--- config.mk ---
export PLATFORM = sky130hd
export DESIGN_NAME = pm_clock_mode_ctrl
export DESIGN_NICKNAME = d
export VERILOG_FILES = /design/src/inc/clk_mode_pkg.sv /design/src/verilog/pm_clock_mode_ctrl.sv
export SDC_FILE = /design/constraint.sdc
export NUM_CORES = 1
export LEC_CHECK = 0
export BUFFER_PORTS_ARGS = -buffer_cell sky130_fd_sc_hd__clkbuf_2
export CORE_ASPECT_RATIO = 0.6
export CORE_MARGIN = 5
export CORE_UTILIZATION = 45
export DETAILED_ROUTE_END_ITERATION = 16
export GPL_ROUTABILITY_DRIVEN = 0
export PLACE_DENSITY_LB_ADDON = 0.12
export SYNTH_ARGS = -nofsm -noshare
export SYNTH_HDL_FRONTEND = slang
export SYNTH_SLANG_ARGS = --single-unit
--- constraint.sdc ---
create_clock -name sys_clk_in -period 2.8 [get_ports sys_clk_in]
set_clock_uncertainty 0.2 [all_clocks]
set_input_delay 0 -clock sys_clk_in [delete_from_list [all_inputs] [get_ports sys_clk_in]]
set_output_delay 0 -clock sys_clk_in [all_outputs]
set_load 0.005 [all_outputs]
--- src/inc/clk_mode_pkg.sv ---
package clk_mode_pkg;

    // ********************************************************
    // clock source codes and timing
    // ********************************************************
    localparam logic [1:0] SRC_PRIMARY = 2'h0;
    localparam logic [1:0] SRC_SECONDARY = 2'h1;
    localparam logic [1:0] SRC_INTERNAL = 2'h2;
    localparam int FREQ_W = 3;
    localparam int CLK_MHZ = 250;
    localparam int WAKE_DELAY_US = 10;
    localparam int WAKE_CYCLES = WAKE_DELAY_US * CLK_MHZ;
    localparam int STABLE_TIME_MS = 1;
    localparam int STABLE_CYCLES = STABLE_TIME_MS * 1000 * CLK_MHZ;
    localparam int SWITCH_TICKS = 8;

    // ********************************************************
    // sequencer states and status carrier
    // ********************************************************
    typedef enum logic [1:0] {
        st_active,
        st_switch,
        st_wake_wait
    } seq_state_t;

    typedef struct packed {
        logic [1:0] source;
        logic idle;
        logic internal_osc_stable_flag;
        logic primary_clock_running_flag;
    } clk_status_t;

endpackage : clk_mode_pkg

--- src/verilog/pm_clock_mode_ctrl.sv ---
`timescale 1ns/1ps
// How it works
// - each sleep picks its mode from the idle and source bits at that instant
// - run and idle share a source; a differing source on sleep forces a switch
// - watchdog time-out wakes from idle, resets when running
// - idle wake resumes running on current source, then returns to primary when ready
// - wake sequences never modify the idle or source select bits
// - internal idle stops core clock, peripherals stay clocked from internal mux
// - idle set plus upper source bit gives internal idle; lower bit ignored
// - moving to the internal mux stops primary oscillator and clears running flag
// - nonzero frequency select enables fast oscillator; stable flag after about 1 ms
// - stable flag already set stays set through mode entry
// - zero frequency select keeps fast oscillator off, flag clear, slow source clocks
// - internal idle wake starts core 10 us later, runs internal until primary ready
// - after switch back to primary, stable flag clears and running flag sets
// - slow oscillator runs whenever watchdog or fail-safe monitor is enabled
// - internal run clocks core and peripherals from mux, primary shut down
// - idle clear plus upper source bit gives internal run; lower bit ignored
// - frequency select writes change mux frequency at once, no sleep needed
// - entry and exit of internal run pay a switch delay only when the source changes
// - wake in internal run keeps mux clock while primary starts, then switches
// - each switch pauses clocks for eight ticks of the new source
// - two-bit source select picks primary, secondary or internal
module pm_clock_mode_ctrl #(
    parameter int STABLE_CYCLES = clk_mode_pkg::STABLE_CYCLES,
    parameter int WAKE_CYCLES = clk_mode_pkg::WAKE_CYCLES,
    parameter int FREQ_W = clk_mode_pkg::FREQ_W
) (
    // clock and reset
    input wire logic sys_clk_in,
    input wire logic reset_in,
    // core control bits and sleep trigger
    input wire logic sleep_exec_in,
    input wire logic idle_on_sleep_select_in,
    input wire logic [1:0] clock_source_select_in,
    input wire logic [FREQ_W-1:0] internal_freq_select_in,
    // events
    input wire logic wake_event_in,
    input wire logic watchdog_timeout_in,
    input wire logic watchdog_enable_in,
    input wire logic fail_safe_monitor_enable_in,
    // oscillator side
    input wire logic primary_clock_ready_in,
    input wire logic primary_tick_in,
    input wire logic secondary_tick_in,
    input wire logic internal_tick_in,
    // clock gates and oscillator enables
    output logic core_clk_en_out,
    output logic periph_clk_en_out,
    output logic primary_osc_en_out,
    output logic internal_fast_osc_en_out,
    output logic internal_slow_osc_en_out,
    output logic [FREQ_W-1:0] internal_freq_out,
    // status and reset request
    output logic watchdog_reset_out,
    output clk_mode_pkg::clk_status_t status_out
);

    // ********************************************************
    // local constants
    // ********************************************************
    localparam int WAKE_W = $clog2(WAKE_CYCLES + 1);
    localparam int STAB_W = $clog2(STABLE_CYCLES + 1);
    localparam logic [WAKE_W-1:0] WAKE_LAST = WAKE_W'(WAKE_CYCLES - 1);
    localparam logic [STAB_W-1:0] STAB_LAST = STAB_W'(STABLE_CYCLES - 1);
    localparam logic [3:0] SW_LAST = 4'(clk_mode_pkg::SWITCH_TICKS - 1);
    localparam logic [FREQ_W-1:0] FREQ_OFF = '0;

    // ********************************************************
    // decode helpers
    // ********************************************************
    // upper bit wins so the lower bit is a don't-care for the internal mux
    function automatic logic [1:0] decode_source(input logic [1:0] sel);
        decode_source = sel[1] ? clk_mode_pkg::SRC_INTERNAL :
                        (sel[0] ? clk_mode_pkg::SRC_SECONDARY : clk_mode_pkg::SRC_PRIMARY);
    endfunction : decode_source

    function automatic logic tick_of(input logic [1:0] src, input logic p, input logic s,
                                     input logic i);
        tick_of = (src == clk_mode_pkg::SRC_INTERNAL) ? i :
                  ((src == clk_mode_pkg::SRC_SECONDARY) ? s : p);
    endfunction : tick_of

    // ********************************************************
    // state
    // ********************************************************
    clk_mode_pkg::seq_state_t state_ff, nxt_state;
    logic [1:0] cur_src_ff, nxt_cur_src;
    logic [1:0] tgt_src_ff, nxt_tgt_src;
    logic idle_ff, nxt_idle;
    logic return_pending_ff, nxt_return_pending;
    logic [3:0] sw_cnt_ff, nxt_sw_cnt;
    logic [WAKE_W-1:0] wake_cnt_ff, nxt_wake_cnt;
    logic [STAB_W-1:0] stab_cnt_ff;
    logic fast_stable_ff;

    // ********************************************************
    // event decode
    // ********************************************************
    wire logic [1:0] sel_src = decode_source(clock_source_select_in);
    wire logic is_active = (state_ff == clk_mode_pkg::st_active);
    wire logic sleep_go = is_active && !idle_ff && sleep_exec_in;
    // a differing source always switches, even when primary is itself the internal block
    wire logic need_switch = (sel_src != cur_src_ff);
    wire logic idle_wake = is_active && idle_ff && (wake_event_in || watchdog_timeout_in);
    wire logic run_wdt_reset = is_active && !idle_ff && watchdog_timeout_in;
    wire logic run_wake = is_active && !idle_ff && wake_event_in
                          && (cur_src_ff != clk_mode_pkg::SRC_PRIMARY);
    wire logic back_go = is_active && !idle_ff && !sleep_exec_in && return_pending_ff
                         && primary_clock_ready_in;
    wire logic new_tick = tick_of(tgt_src_ff, primary_tick_in, secondary_tick_in,
                                  internal_tick_in);
    wire logic fast_en = (internal_freq_select_in != FREQ_OFF);

    // ********************************************************
    // sequencer next state
    // ********************************************************
    // the select bits are only read here, never written back
    always_comb begin
        nxt_state = state_ff;
        nxt_cur_src = cur_src_ff;
        nxt_tgt_src = tgt_src_ff;
        nxt_idle = idle_ff;
        nxt_return_pending = return_pending_ff;
        nxt_sw_cnt = sw_cnt_ff;
        nxt_wake_cnt = wake_cnt_ff;
        case (state_ff)
            clk_mode_pkg::st_active: begin
                if (sleep_go) begin
                    nxt_idle = idle_on_sleep_select_in;
                    nxt_return_pending = 1'b0;
                    if (need_switch) begin
                        nxt_tgt_src = sel_src;
                        nxt_sw_cnt = '0;
                        nxt_state = clk_mode_pkg::st_switch;
                    end
                end else if (idle_wake) begin
                    nxt_wake_cnt = '0;
                    nxt_state = clk_mode_pkg::st_wake_wait;
                end else if (run_wake) begin
                    nxt_return_pending = 1'b1;
                end else if (back_go) begin
                    nxt_tgt_src = clk_mode_pkg::SRC_PRIMARY;
                    nxt_return_pending = 1'b0;
                    nxt_sw_cnt = '0;
                    nxt_state = clk_mode_pkg::st_switch;
                end
            end
            clk_mode_pkg::st_switch: begin
                // the first tick lands anywhere in a period, so the pause is 7 to 8 periods
                if (new_tick) begin
                    if (sw_cnt_ff == SW_LAST) begin
                        nxt_cur_src = tgt_src_ff;
                        nxt_state = clk_mode_pkg::st_active;
                    end else begin
                        nxt_sw_cnt = sw_cnt_ff + 4'h1;
                    end
                end
            end
            clk_mode_pkg::st_wake_wait: begin
                if (wake_cnt_ff == WAKE_LAST) begin
                    nxt_idle = 1'b0;
                    nxt_return_pending = (cur_src_ff != clk_mode_pkg::SRC_PRIMARY);
                    nxt_state = clk_mode_pkg::st_active;
                end else begin
                    nxt_wake_cnt = wake_cnt_ff + WAKE_W'(1);
                end
            end
            default: begin
                nxt_state = clk_mode_pkg::st_active;
            end
        endcase
    end

    // ********************************************************
    // sequencer registers
    // ********************************************************
    // reset assumes the part comes up running from the primary clock
    always_ff @(posedge sys_clk_in) begin
        if (reset_in) begin
            state_ff <= clk_mode_pkg::st_active;
            cur_src_ff <= clk_mode_pkg::SRC_PRIMARY;
            tgt_src_ff <= clk_mode_pkg::SRC_PRIMARY;
            idle_ff <= 1'b0;
            return_pending_ff <= 1'b0;
            sw_cnt_ff <= '0;
            wake_cnt_ff <= '0;
        end else begin
            state_ff <= nxt_state;
            cur_src_ff <= nxt_cur_src;
            tgt_src_ff <= nxt_tgt_src;
            idle_ff <= nxt_idle;
            return_pending_ff <= nxt_return_pending;
            sw_cnt_ff <= nxt_sw_cnt;
            wake_cnt_ff <= nxt_wake_cnt;
        end
    end

    // ********************************************************
    // fast oscillator stabilisation
    // ********************************************************
    // clocks keep running meanwhile; a nonzero-to-nonzero change keeps the flag
    always_ff @(posedge sys_clk_in) begin
        if (reset_in || !fast_en) begin
            stab_cnt_ff <= '0;
            fast_stable_ff <= 1'b0;
        end else if (stab_cnt_ff == STAB_LAST) begin
            fast_stable_ff <= 1'b1;
        end else begin
            stab_cnt_ff <= stab_cnt_ff + STAB_W'(1);
        end
    end

    // ********************************************************
    // output gates and flags
    // ********************************************************
    wire logic nxt_switching = (nxt_state == clk_mode_pkg::st_switch);
    wire logic nxt_on_primary = (nxt_cur_src == clk_mode_pkg::SRC_PRIMARY);
    wire logic nxt_on_internal = (nxt_cur_src == clk_mode_pkg::SRC_INTERNAL);
    wire logic nxt_core_en = (nxt_state == clk_mode_pkg::st_active) && !nxt_idle;
    wire logic nxt_primary_en = nxt_on_primary || nxt_return_pending
                                || (nxt_switching && nxt_tgt_src == clk_mode_pkg::SRC_PRIMARY);
    wire logic nxt_slow_en = watchdog_enable_in || fail_safe_monitor_enable_in
                             || (nxt_on_internal && !fast_en);

    // outputs are registered from next state so they line up with the sequencer
    always_ff @(posedge sys_clk_in) begin
        if (reset_in) begin
            core_clk_en_out <= 1'b1;
            periph_clk_en_out <= 1'b1;
            primary_osc_en_out <= 1'b1;
            internal_fast_osc_en_out <= 1'b0;
            internal_slow_osc_en_out <= 1'b0;
            internal_freq_out <= '0;
            watchdog_reset_out <= 1'b0;
            status_out <= '{source: clk_mode_pkg::SRC_PRIMARY, idle: 1'b0,
                            internal_osc_stable_flag: 1'b0, primary_clock_running_flag: 1'b1};
        end else begin
            core_clk_en_out <= nxt_core_en;
            periph_clk_en_out <= !nxt_switching;
            primary_osc_en_out <= nxt_primary_en;
            internal_fast_osc_en_out <= fast_en;
            internal_slow_osc_en_out <= nxt_slow_en;
            internal_freq_out <= internal_freq_select_in;
            watchdog_reset_out <= run_wdt_reset;
            status_out.source <= nxt_cur_src;
            status_out.idle <= nxt_idle;
            status_out.internal_osc_stable_flag <= fast_stable_ff && fast_en
                                                   && nxt_on_internal;
            status_out.primary_clock_running_flag <= nxt_on_primary
                                                     && !nxt_switching;
        end
    end
endmodule : pm_clock_mode_ctrl

==> reports/qor.txt, run 1 <==
Cells after Synth: 291
Boundary Pins: 31
Num CTS Buffers: 5
CP Data Arrival Time: 2.65 ns
Clock slew at reported path FFs: 0.10 ns
Sequential power share: 0.575
Slew margin rel.: 0.523
GRT Resource Usage Total: 0.168
Routed vias: 2178
R2r setup slk: 0.20 ns
Clk pwr share: 0.304
Final max-slew violation count: 0
Die Area: 7210 um^2
CP Max Fanout: 7
CP Capture Point: internal_slow_osc_en_out$_SDFF_PP0_
Type of origin of the critical path: flip-flop
Status: completed
Worst-Margin Slew: 0.698 ns
RSZ-0062 raised after global routing: false
Ys flop type: dfxtp_1
Final hold viol count: 0
Compound-Gate Fraction of Synth Area: 0.109
Reg2Reg Depth: 6
Distinct cells, synth: 50
Critical Path End Type: flip-flop
Post_cts resized: 0
R2r startpoint: tgt_src_ff[0]$_SDFF_PP0_
Post-Synth XOR/XNOR Area: 0.0769
Net Count, Synth: 311
First-pass DRT Iterations: 4
Register area share after synthesis: 0.432
Max-Cap Viols: 0
Initial Util: 0.456
Crit path time final: 2.60 ns
TNS Setup: 0 ns
First-pass GRT wire length: 9520 um
Yosys warning count: 0
Number of flops mapped to enable cells by yosys: 0
Placed instance area: 2710 um^2
P_leak: 1.16 nW
Via density: 5.34
Final ANT Viol Nets: 0
Crit path required time: 2.85 ns
Mux cell area share after synthesis: 0.0330
Sw Share: 0.262
P_sw: 371 uW
Layout Nets: 358
Avg WL per Cell: 14.1 um
CP startpoint: tgt_src_ff[0]$_SDFF_PP0_
Clock Tree Buf Depth: 2
N_diodes: 0
Die Wd: 106 um
Final Setup Violations: 0
Layout area overhead: 18.6%
Combinational fraction of design power: 0.121
Core footprint: 5490 um^2
Num rows: 21
Max Fclk: 385 MHz
Fill cell count: 530
Syn Area/Cell: 8.61 um^2
Post-route cell area: 2970 um^2
Simple-Gate Fraction of Synth Area: 0.302
Largest family of logic cells by synthesized area: simple AND/OR/NAND/NOR gates
Share of post-route cells with drive strength above 1: 0.136
Hpwl dp: 4290 um
Synth Cell Area: 2500 um^2
Latest clock arrival within the worst-skew pair: 0.30 ns
FF+latch count, synth: 54
WL final: 5770 um
Port Buffers: 30
Pint: 1.05 mW
Tot Pwr: 1.42 mW
Min-Delay Path Class: input port to flip-flop
CTS tree: done
Clock root buffer: clkbuf_8
Max VDD drop: 0.228 mV
Pwr per Cell Area: 478 nW/um^2
WS Path Type: flip-flop to flip-flop
Initial antenna violation count: 0
Sinks on Clock Net: 54
Ys async rst share: 0
Adder-cell share of the synthesized area: 0.0150
Die height: 67.8 um
Largest net degree at the start of global routing: 21
DRC: 0
CTS HTree Levels: 2
Initial DRC count: 173
Hold depth: 5
Vias in the first global route: 1961
FF-to-FF End: internal_slow_osc_en_out$_SDFF_PP0_
Final Cycle Share: 0.928
Gr ovfl total: 0
## layout by cell type, fill, tap and decap left out, types with 6 or more instances in the layout
master	n
nand4_1	14
xor2_1	17
and3_1	6
or3_1	6
nor2_1	45
a21oi_1	18
mux2i_1	6
inv_1	9
clkbuf_2	30
dlygate4sd3_1	17
nand3_1	17
dfxtp_1	54
nor2b_1	6
nand2_1	16
## Yosys cell counts, types with 2 or more instances
master / instances / area, um^2
and2_1: 2 / 12.5
and4_1: 2 / 17.5
xor2_1: 17 / 149
and3_1: 6 / 37.5
dfxtp_1: 54 / 1080
nand4_1: 14 / 87.6
nor4_1: 5 / 31.3
nand2b_1: 4 / 25.0
a211oi_1: 3 / 22.5
nor3_1: 5 / 25.0
or2_1: 2 / 12.5
o21ai_1: 3 / 15.0
clkbuf_1: 4 / 15.0
nand2_1: 16 / 60.1
or4_1: 2 / 15.0
nor2_1: 45 / 169
or3_1: 6 / 37.5
buf_2: 4 / 20.0
o21ai_0: 5 / 25.0
mux2i_1: 6 / 60.1
a31oi_1: 2 / 12.5
nor2b_1: 6 / 37.5
inv_1: 9 / 33.8
ha_1: 3 / 37.5
o31ai_1: 3 / 22.5
nor4b_1: 2 / 17.5
xnor2_1: 5 / 43.8
a21oi_1: 18 / 90.1
nand3_1: 17 / 85.1
## flip-flops by register name, summed over array words and instances (netlist names), 2 cells and up
signal             count
internal_freq_out      3
stab_cnt_ff           18
state_ff               2
status_out             5
sw_cnt_ff              4
tgt_src_ff             2
wake_cnt_ff           12
## per-layer routing
layer / global-route usage / share of wire
met2: 0.215 / 0.35
met5: 0 / 0
met1: 0.269 / 0.59
met3: 0.0468 / 0.061
met4: 0.0291 / 0.0054
## power groups by stage
stage	logic, mW	clock network, mW	registers, mW
2_1_floorplan	0.106	0	0.821
3_3_place_gp	0.149	0	0.833
3_5_place_dp	0.149	0	0.833
4_1_cts	0.171	0.444	0.815
5_1_grt	0.192	0.483	0.820
6_report	0.172	0.432	0.815
## worst min-delay path by stage
stage                                          start                               to  slack [ns]
after floorplan                             reset_in  internal_freq_out[0]$_SDFF_PP0_       -0.13
final                                primary_tick_in    primary_osc_en_out$_SDFF_PP1_        0.08
after global routing                 primary_tick_in    primary_osc_en_out$_SDFF_PP1_        0.07
after detailed placement  internal_freq_select_in[2]  internal_freq_out[2]$_SDFF_PP0_        0.04
after CTS                            primary_tick_in    primary_osc_en_out$_SDFF_PP1_        0.06
after global placement    internal_freq_select_in[1]  internal_freq_out[1]$_SDFF_PP0_        0.03
## critical path, cell delays in order (launching register included)
cell,delay [ns]
dfxtp_1,0.46
mux2_1,0.37
or2_1,0.23
nand4_1,0.20
mux2_2,0.41
o22ai_1,0.13
dlygate4sd3_1,0.55
## stage by stage
stage,std cells,hold WS [ns],worst slack (ns),util
4_1_cts,408,0.0623,0.214,0.541
3_5_place_dp,383,0.0370,0.584,0.494
2_1_floorplan,291,-0.128,0.844,-
6_report,408,0.0839,0.202,0.541
5_1_grt,408,0.0733,0.0860,0.541
3_3_place_gp,383,0.0307,0.618,0.494
## logic make-up (layout without fill, tap and decap cells)
family                     Yosys count  after routing
AOI/OAI and AO/OA                   42             42
xor gates and xnor gates            22             22
adders and majority gates            3              3
buffers and inverters               19             67
DFF                                 54             54
muxes                                8              8
and+or+nand+nor                    143            143
## area by class of cell
class	instances	area, um^2	share of cell area
Sequential cell	54	1080	0.364
Tap cell	69	86.3	0.0291
Clock inverter	2	13.8	0.00463
Inverter	10	37.5	0.0126
Multi-Input combinational cell	218	1340	0.452
Timing Repair Buffer	49	335	0.113
Clock buffer	6	72.6	0.0244
## timing repair
action / CTS / global route
hold buffers: 17 / 0
setup buffers: 0 / 0
hold endpoints to repair: 18 / 0
Note: power is estimated with default switching activity, not from simulation.
==> run 2: changes to the inputs <==
--- a/config.mk
+++ b/config.mk
@@ -7,8 +7,7 @@
 export LEC_CHECK = 0
 export BUFFER_PORTS_ARGS = -buffer_cell sky130_fd_sc_hd__clkbuf_2
 export CORE_ASPECT_RATIO = 0.6
-export CORE_MARGIN = 5
-export CORE_UTILIZATION = 45
+export CORE_UTILIZATION = 40
 export DETAILED_ROUTE_END_ITERATION = 16
 export GPL_ROUTABILITY_DRIVEN = 0
 export PLACE_DENSITY_LB_ADDON = 0.12
==> constraint.sdc (replaced) <==
create_clock -name sys_clk_in -period 2.27 [get_ports sys_clk_in]
set_clock_uncertainty 0.2 [all_clocks]
set_input_delay 0 -clock sys_clk_in [delete_from_list [all_inputs] [get_ports sys_clk_in]]
set_output_delay 0 -clock sys_clk_in [all_outputs]
set_load 0.005 [all_outputs]
==> run 2 against run 1 <==
Compared with the run above: combinational power increased by 34%; sequential share of layout area down 1.0 points; worst hold slack lost 0.079 ns; total power rose by 34%; die area fell by 8.5%; utilization decreased by 1.5 points; sequential power grew 23%; wire length decreased by 0.29%; critical path type unchanged.
==> reports/qor.txt, run 2 (same netlist as run 1, synthesis figures left out) <==
Status: completed
Hpwl dp: 4230 um
Sw Share: 0.252
Footprint of the multi-input gates: 1350 um^2
Crit path required time: 2.31 ns
Largest net degree at the start of global routing: 21
RSZ-0062 raised after global routing: false
Layout Nets: 364
Vias in the first global route: 1946
Core footprint: 5810 um^2
Biggest regs: stab_cnt_ff: 18 flops, wake_cnt_ff: 12 flops, status_out: 5 flops
Hold path startpoint: primary_tick_in
Pint: 1.42 mW
Setup bufs post-CTS: 0
Initial DRC count: 101
CTS tree: done
Initial Util: 0.431
Max-Cap Viols: 0
Clock root buffer: clkbuf_8
Latest clock arrival within the worst-skew pair: 0.31 ns
Via density: 5.06
Max VDD drop: 0.363 mV
Clk pwr share: 0.352
First-pass DRT Iterations: 4
CTS HTree Levels: 2
DRC: 0
Sinks on Clock Net: 54
Routed vias: 2149
R2r startpoint: status_out[4]$_SDFF_PP0_
Crit path time final: 2.12 ns
Most frequent cells in the layout: dfxtp_1 (54), nor2_1 (45), clkbuf_2 (30)
Fill cell count: 559
Layout area overhead: 22.0%
Reg area: 1080 um^2
CP startpoint: status_out[4]$_SDFF_PP0_
Most common cell after layout, fill and taps aside: dfxtp_1
Max reg flops: 18
Die height: 63.3 um
Gr ovfl total: 0
Largest register by flop count: stab_cnt_ff
N_diodes: 0
Critical Path End Type: flip-flop
Placed cell count: 402
WS Path Type: flip-flop to flip-flop
Num rows: 21
Avg WL per Cell: 13.5 um
Pwr per Cell Area: 620 nW/um^2
Non-filler cells, final: 425
Boundary Pins: 31
CP Max Fanout: 9
Final Cycle Share: 0.934
Final Setup Violations: 0
GRT Resource Usage Total: 0.188
Die Wd: 104 um
TNS Setup: 0 ns
Combinational fraction of design power: 0.122
P_leak: 1.20 nW
P_sw: 479 uW
Worst-Margin Slew: 0.591 ns
Slew margin rel.: 0.603
Clock slew at reported path FFs: 0.09 ns
Final setup margin: 0.150 ns
WL final: 5760 um
Num CTS Buffers: 5
Post-Place Worst Slack: 0.137 ns
Clock Tree Buf Depth: 2
Port Buffers: 30
Sequential power share: 0.527
Type of origin of the critical path: flip-flop
Initial antenna violation count: 0
Final hold viol count: 0
Final ANT Viol Nets: 0
Final max-slew violation count: 0
Min-Delay Path Class: input port to flip-flop
First-pass GRT wire length: 9760 um
Share of post-route cells with drive strength above 1: 0.159
Max Fclk: 472 MHz
Utilization after layout: 0.526
Die Area: 6590 um^2
CP Data Arrival Time: 2.16 ns
-- run 2: path summary, 6_finish.rpt --
check / cells after the start / slack, ns / end
min: 5 / 0.005 / primary_osc_en_out$_SDFF_PP1_
max reg2reg: 5 / 0.15 / sw_cnt_ff[0]$_SDFFE_PP0P_
max: 5 / 0.15 / sw_cnt_ff[0]$_SDFFE_PP0P_
min reg2reg: 2 / 0.24 / status_out[1]$_SDFF_PP0_
-- run 2: stage by stage --
step,cell area [um^2],power (mW),hold slack (ns)
finish,3060,1.90,0.00481
global route,3060,2.00,0.0413
CTS,3060,1.92,0.0303
detailed placement,2790,1.23,0.0345
global placement,2790,1.22,0.0318
floorplan,2500,1.14,-0.128
-- run 2: critical path, stage by stage (launching register included) --
cell and delay (ns):
dfxtp_1 0.39, nor4_1 0.57, nor4b_1 0.16, o21ai_1 0.40, nand2_1 0.18, a21oi_1 0.15
-- run 2: what timing repair did --
| action | CTS | global route |
|---|---|---|
| endpoints found under the hold margin | 18 | 0 |
| resized for setup | 0 | 1 |
| hold buffers | 15 | 0 |
| endpoints found under the setup margin | 0 | 1 |
-- run 2: routing by layer --
metal / part of all wire / vias to the layer above / track usage
met5: 0 / - / 0
met4: 0.0096 / 0 / 0.0482
met3: 0.045 / 7 / 0.0424
met2: 0.34 / 48 / 0.233
met1: 0.60 / 952 / 0.307
li1: - / 1142 / -
-- run 2: power by group through the flow --
stage	Sequential [mW]	Combinational, mW	Clock (mW)
2_1_floorplan	1.01	0.131	0
3_3_place_gp	1.02	0.204	0
3_5_place_dp	1.02	0.205	0
4_1_cts	0.999	0.227	0.690
5_1_grt	1.00	0.253	0.739
6_report	0.999	0.230	0.667
-- run 2: cell type report --
class | count | area share
clock inverter | 3 | 0.0160
multi-input combinational | 218 | 0.440
sequential | 54 | 0.354
timing repair buffer | 55 | 0.123
clock buffer | 5 | 0.0225
tap | 80 | 0.0327
inverter | 10 | 0.0123
==> run 3: changes to the inputs <==
--- a/config.mk
+++ b/config.mk
@@ -10,7 +10,7 @@
 export CORE_UTILIZATION = 40
 export DETAILED_ROUTE_END_ITERATION = 16
 export GPL_ROUTABILITY_DRIVEN = 0
-export PLACE_DENSITY_LB_ADDON = 0.12
+export PLACE_DENSITY = 0.62
 export SYNTH_ARGS = -nofsm -noshare
 export SYNTH_HDL_FRONTEND = slang
 export SYNTH_SLANG_ARGS = --single-unit
==> run 3 against run 2 <==
Compared with the run above: die area stayed put; count of clock-buffer cells in the layout stayed put; utilization shrank 0.30 points; total power is 3.7% lower; via count grew 1.8%; flip-flop and latch count stayed put; cell area is 0.57% lower; worst hold slack better by 0.037 ns; wire length is 5.6% higher; first-iteration DRC count increased by 110%; non-clock buffer count is 2 lower; largest cell class unchanged; largest power group unchanged.
==> reports/qor.txt, run 3 (same netlist as run 1, synthesis figures left out) <==
Status: completed
WS Path Type: flip-flop to flip-flop
P_leak: 1.18 nW
Crit path required time: 2.33 ns
WL final: 6080 um
Sw Share: 0.280
Pint: 1.32 mW
Biggest regs: stab_cnt_ff: 18 flops, wake_cnt_ff: 12 flops, status_out: 5 flops
Share of post-route cells with drive strength above 1: 0.163
Grt met2 use: 0.232
CP startpoint: sw_cnt_ff[0]$_SDFFE_PP0P_
Final max-slew violation count: 0
Pwr per Cell Area: 601 nW/um^2
Crit path time final: 2.09 ns
Most frequent cells in the layout: dfxtp_1 (54), nor2_1 (45), clkbuf_2 (30)
Post-Place Worst Slack: 0.0736 ns
Layout Nets: 362
Clk pwr share: 0.322
First-pass GRT wire length: 10200 um
Min-Delay Path Class: input port to flip-flop
GRT Resource Usage Total: 0.199
Num CTS Buffers: 5
Final Cycle Share: 0.921
P_sw: 511 uW
Largest net degree at the start of global routing: 21
Final setup margin: 0.178 ns
R2r setup slk: 0.18 ns
Avg WL per Cell: 14.4 um
Latest clock arrival within the worst-skew pair: 0.32 ns
Layout area overhead: 21.3%
Most common cell after layout, fill and taps aside: dfxtp_1
Final ANT Viol Nets: 0
First-pass DRT Iterations: 5
Max VDD drop: 0.297 mV
Clock Tree Buf Depth: 2
Max-Cap Viols: 0
Type of origin of the critical path: flip-flop
Die Wd: 104 um
N_diodes: 0
Die Area: 6590 um^2
Boundary Pins: 31
Gr ovfl total: 0
CP Max Fanout: 4
Sequential power share: 0.548
Largest register by flop count: stab_cnt_ff
Vias in the first global route: 1966
Sinks on Clock Net: 54
Num rows: 21
FF-to-FF End: primary_osc_en_out$_SDFF_PP1_
Slew margin rel.: 0.686
R2r startpoint: sw_cnt_ff[0]$_SDFFE_PP0P_
Combinational fraction of design power: 0.130
CTS tree: done
TNS Setup: 0 ns
Reg2Reg Depth: 6
Die height: 63.3 um
Max reg flops: 18
CP Data Arrival Time: 2.15 ns
Core footprint: 5810 um^2
CTS HTree Levels: 2
CP Capture Point: primary_osc_en_out$_SDFF_PP1_
DRC: 0
Initial DRC count: 211
Hpwl dp: 4440 um
Clock root buffer: clkbuf_8
Met1 usage: 0.340
Initial antenna violation count: 0
Critical Path End Type: flip-flop
Initial Util: 0.431
Port Buffers: 30
Final hold viol count: 0
Via density: 5.17
Clock slew at reported path FFs: 0.10 ns
Global Route met3 Usage: 0.0404
Max Fclk: 478 MHz
Worst-Margin Slew: 0.467 ns
Routed vias: 2188
RSZ-0062 raised after global routing: false
Final Setup Violations: 0
Top Usage Layer GRT: met1
run 3: cell type report:
| cell class | instances | area (um^2) |
|---|---|---|
| sequential | 54 | 1080 |
| timing repair buffer | 53 | 360 |
| multi-input combinational | 218 | 1360 |
| clock inverter | 3 | 28.8 |
| inverter | 10 | 37.5 |
| fill | 548 | 2770 |
| clock buffer | 5 | 68.8 |
| tap | 80 | 100 |
run 3: worst max-delay path, stage by stage (launching register included):
cell and delay (ns):
dfxtp_1 0.35, ha_1 0.23, and3b_1 0.24, a2111oi_2 0.48, inv_1 0.09, a221o_1 0.36
nand4_1 0.08
run 3: worst min-delay path by stage:
| stage | from | end | slack (ns) | cells past startpoint |
|---|---|---|---|---|
| after global placement | internal_freq_select_in[2] | internal_freq_out[2]$_SDFF_PP0_ | 0.03 | 2 |
| after CTS | primary_tick_in | primary_osc_en_out$_SDFF_PP1_ | 0.06 | 5 |
| after floorplan | reset_in | internal_freq_out[0]$_SDFF_PP0_ | -0.13 | 1 |
| after detailed placement | internal_freq_select_in[2] | internal_freq_out[2]$_SDFF_PP0_ | 0.03 | 2 |
| final | primary_tick_in | primary_osc_en_out$_SDFF_PP1_ | 0.04 | 5 |
| after global routing | primary_tick_in | primary_osc_en_out$_SDFF_PP1_ | 0.09 | 5 |
run 3: per-layer routing:
layer  vias up  part of all wire
met4         0            0.0081
met1       960              0.58
met3         5             0.077
met2        87              0.33
li1       1136                 -
met5         -                 0
run 3: through the flow:
step	instances	util	cell area, um^2	power [mW]	hold WS (ns)
floorplan	291	-	2500	1.14	-0.128
global placement	400	0.477	2770	1.23	0.0344
detailed placement	400	0.477	2770	1.23	0.0325
CTS	423	0.520	3020	1.83	0.0631
global route	423	0.523	3040	1.91	0.0901
finish	423	0.523	3040	1.83	0.0413
run 3: power groups by stage:
stage / Sequential (mW) / Combinational (mW) / Clock, mW
after floorplan: 1.01 / 0.131 / 0
after global placement: 1.02 / 0.208 / 0
after detailed placement: 1.02 / 0.207 / 0
after CTS: 1.00 / 0.230 / 0.604
after global routing: 1.01 / 0.262 / 0.645
final: 1.00 / 0.237 / 0.588
run 3: repair_timing:
action                                  CTS  global route
endpoints found under the setup margin    0             7
gates resized for setup                   0             4
hold buffers                             15             0
buffers inserted                          0             0
endpoints found under the hold margin    19             0
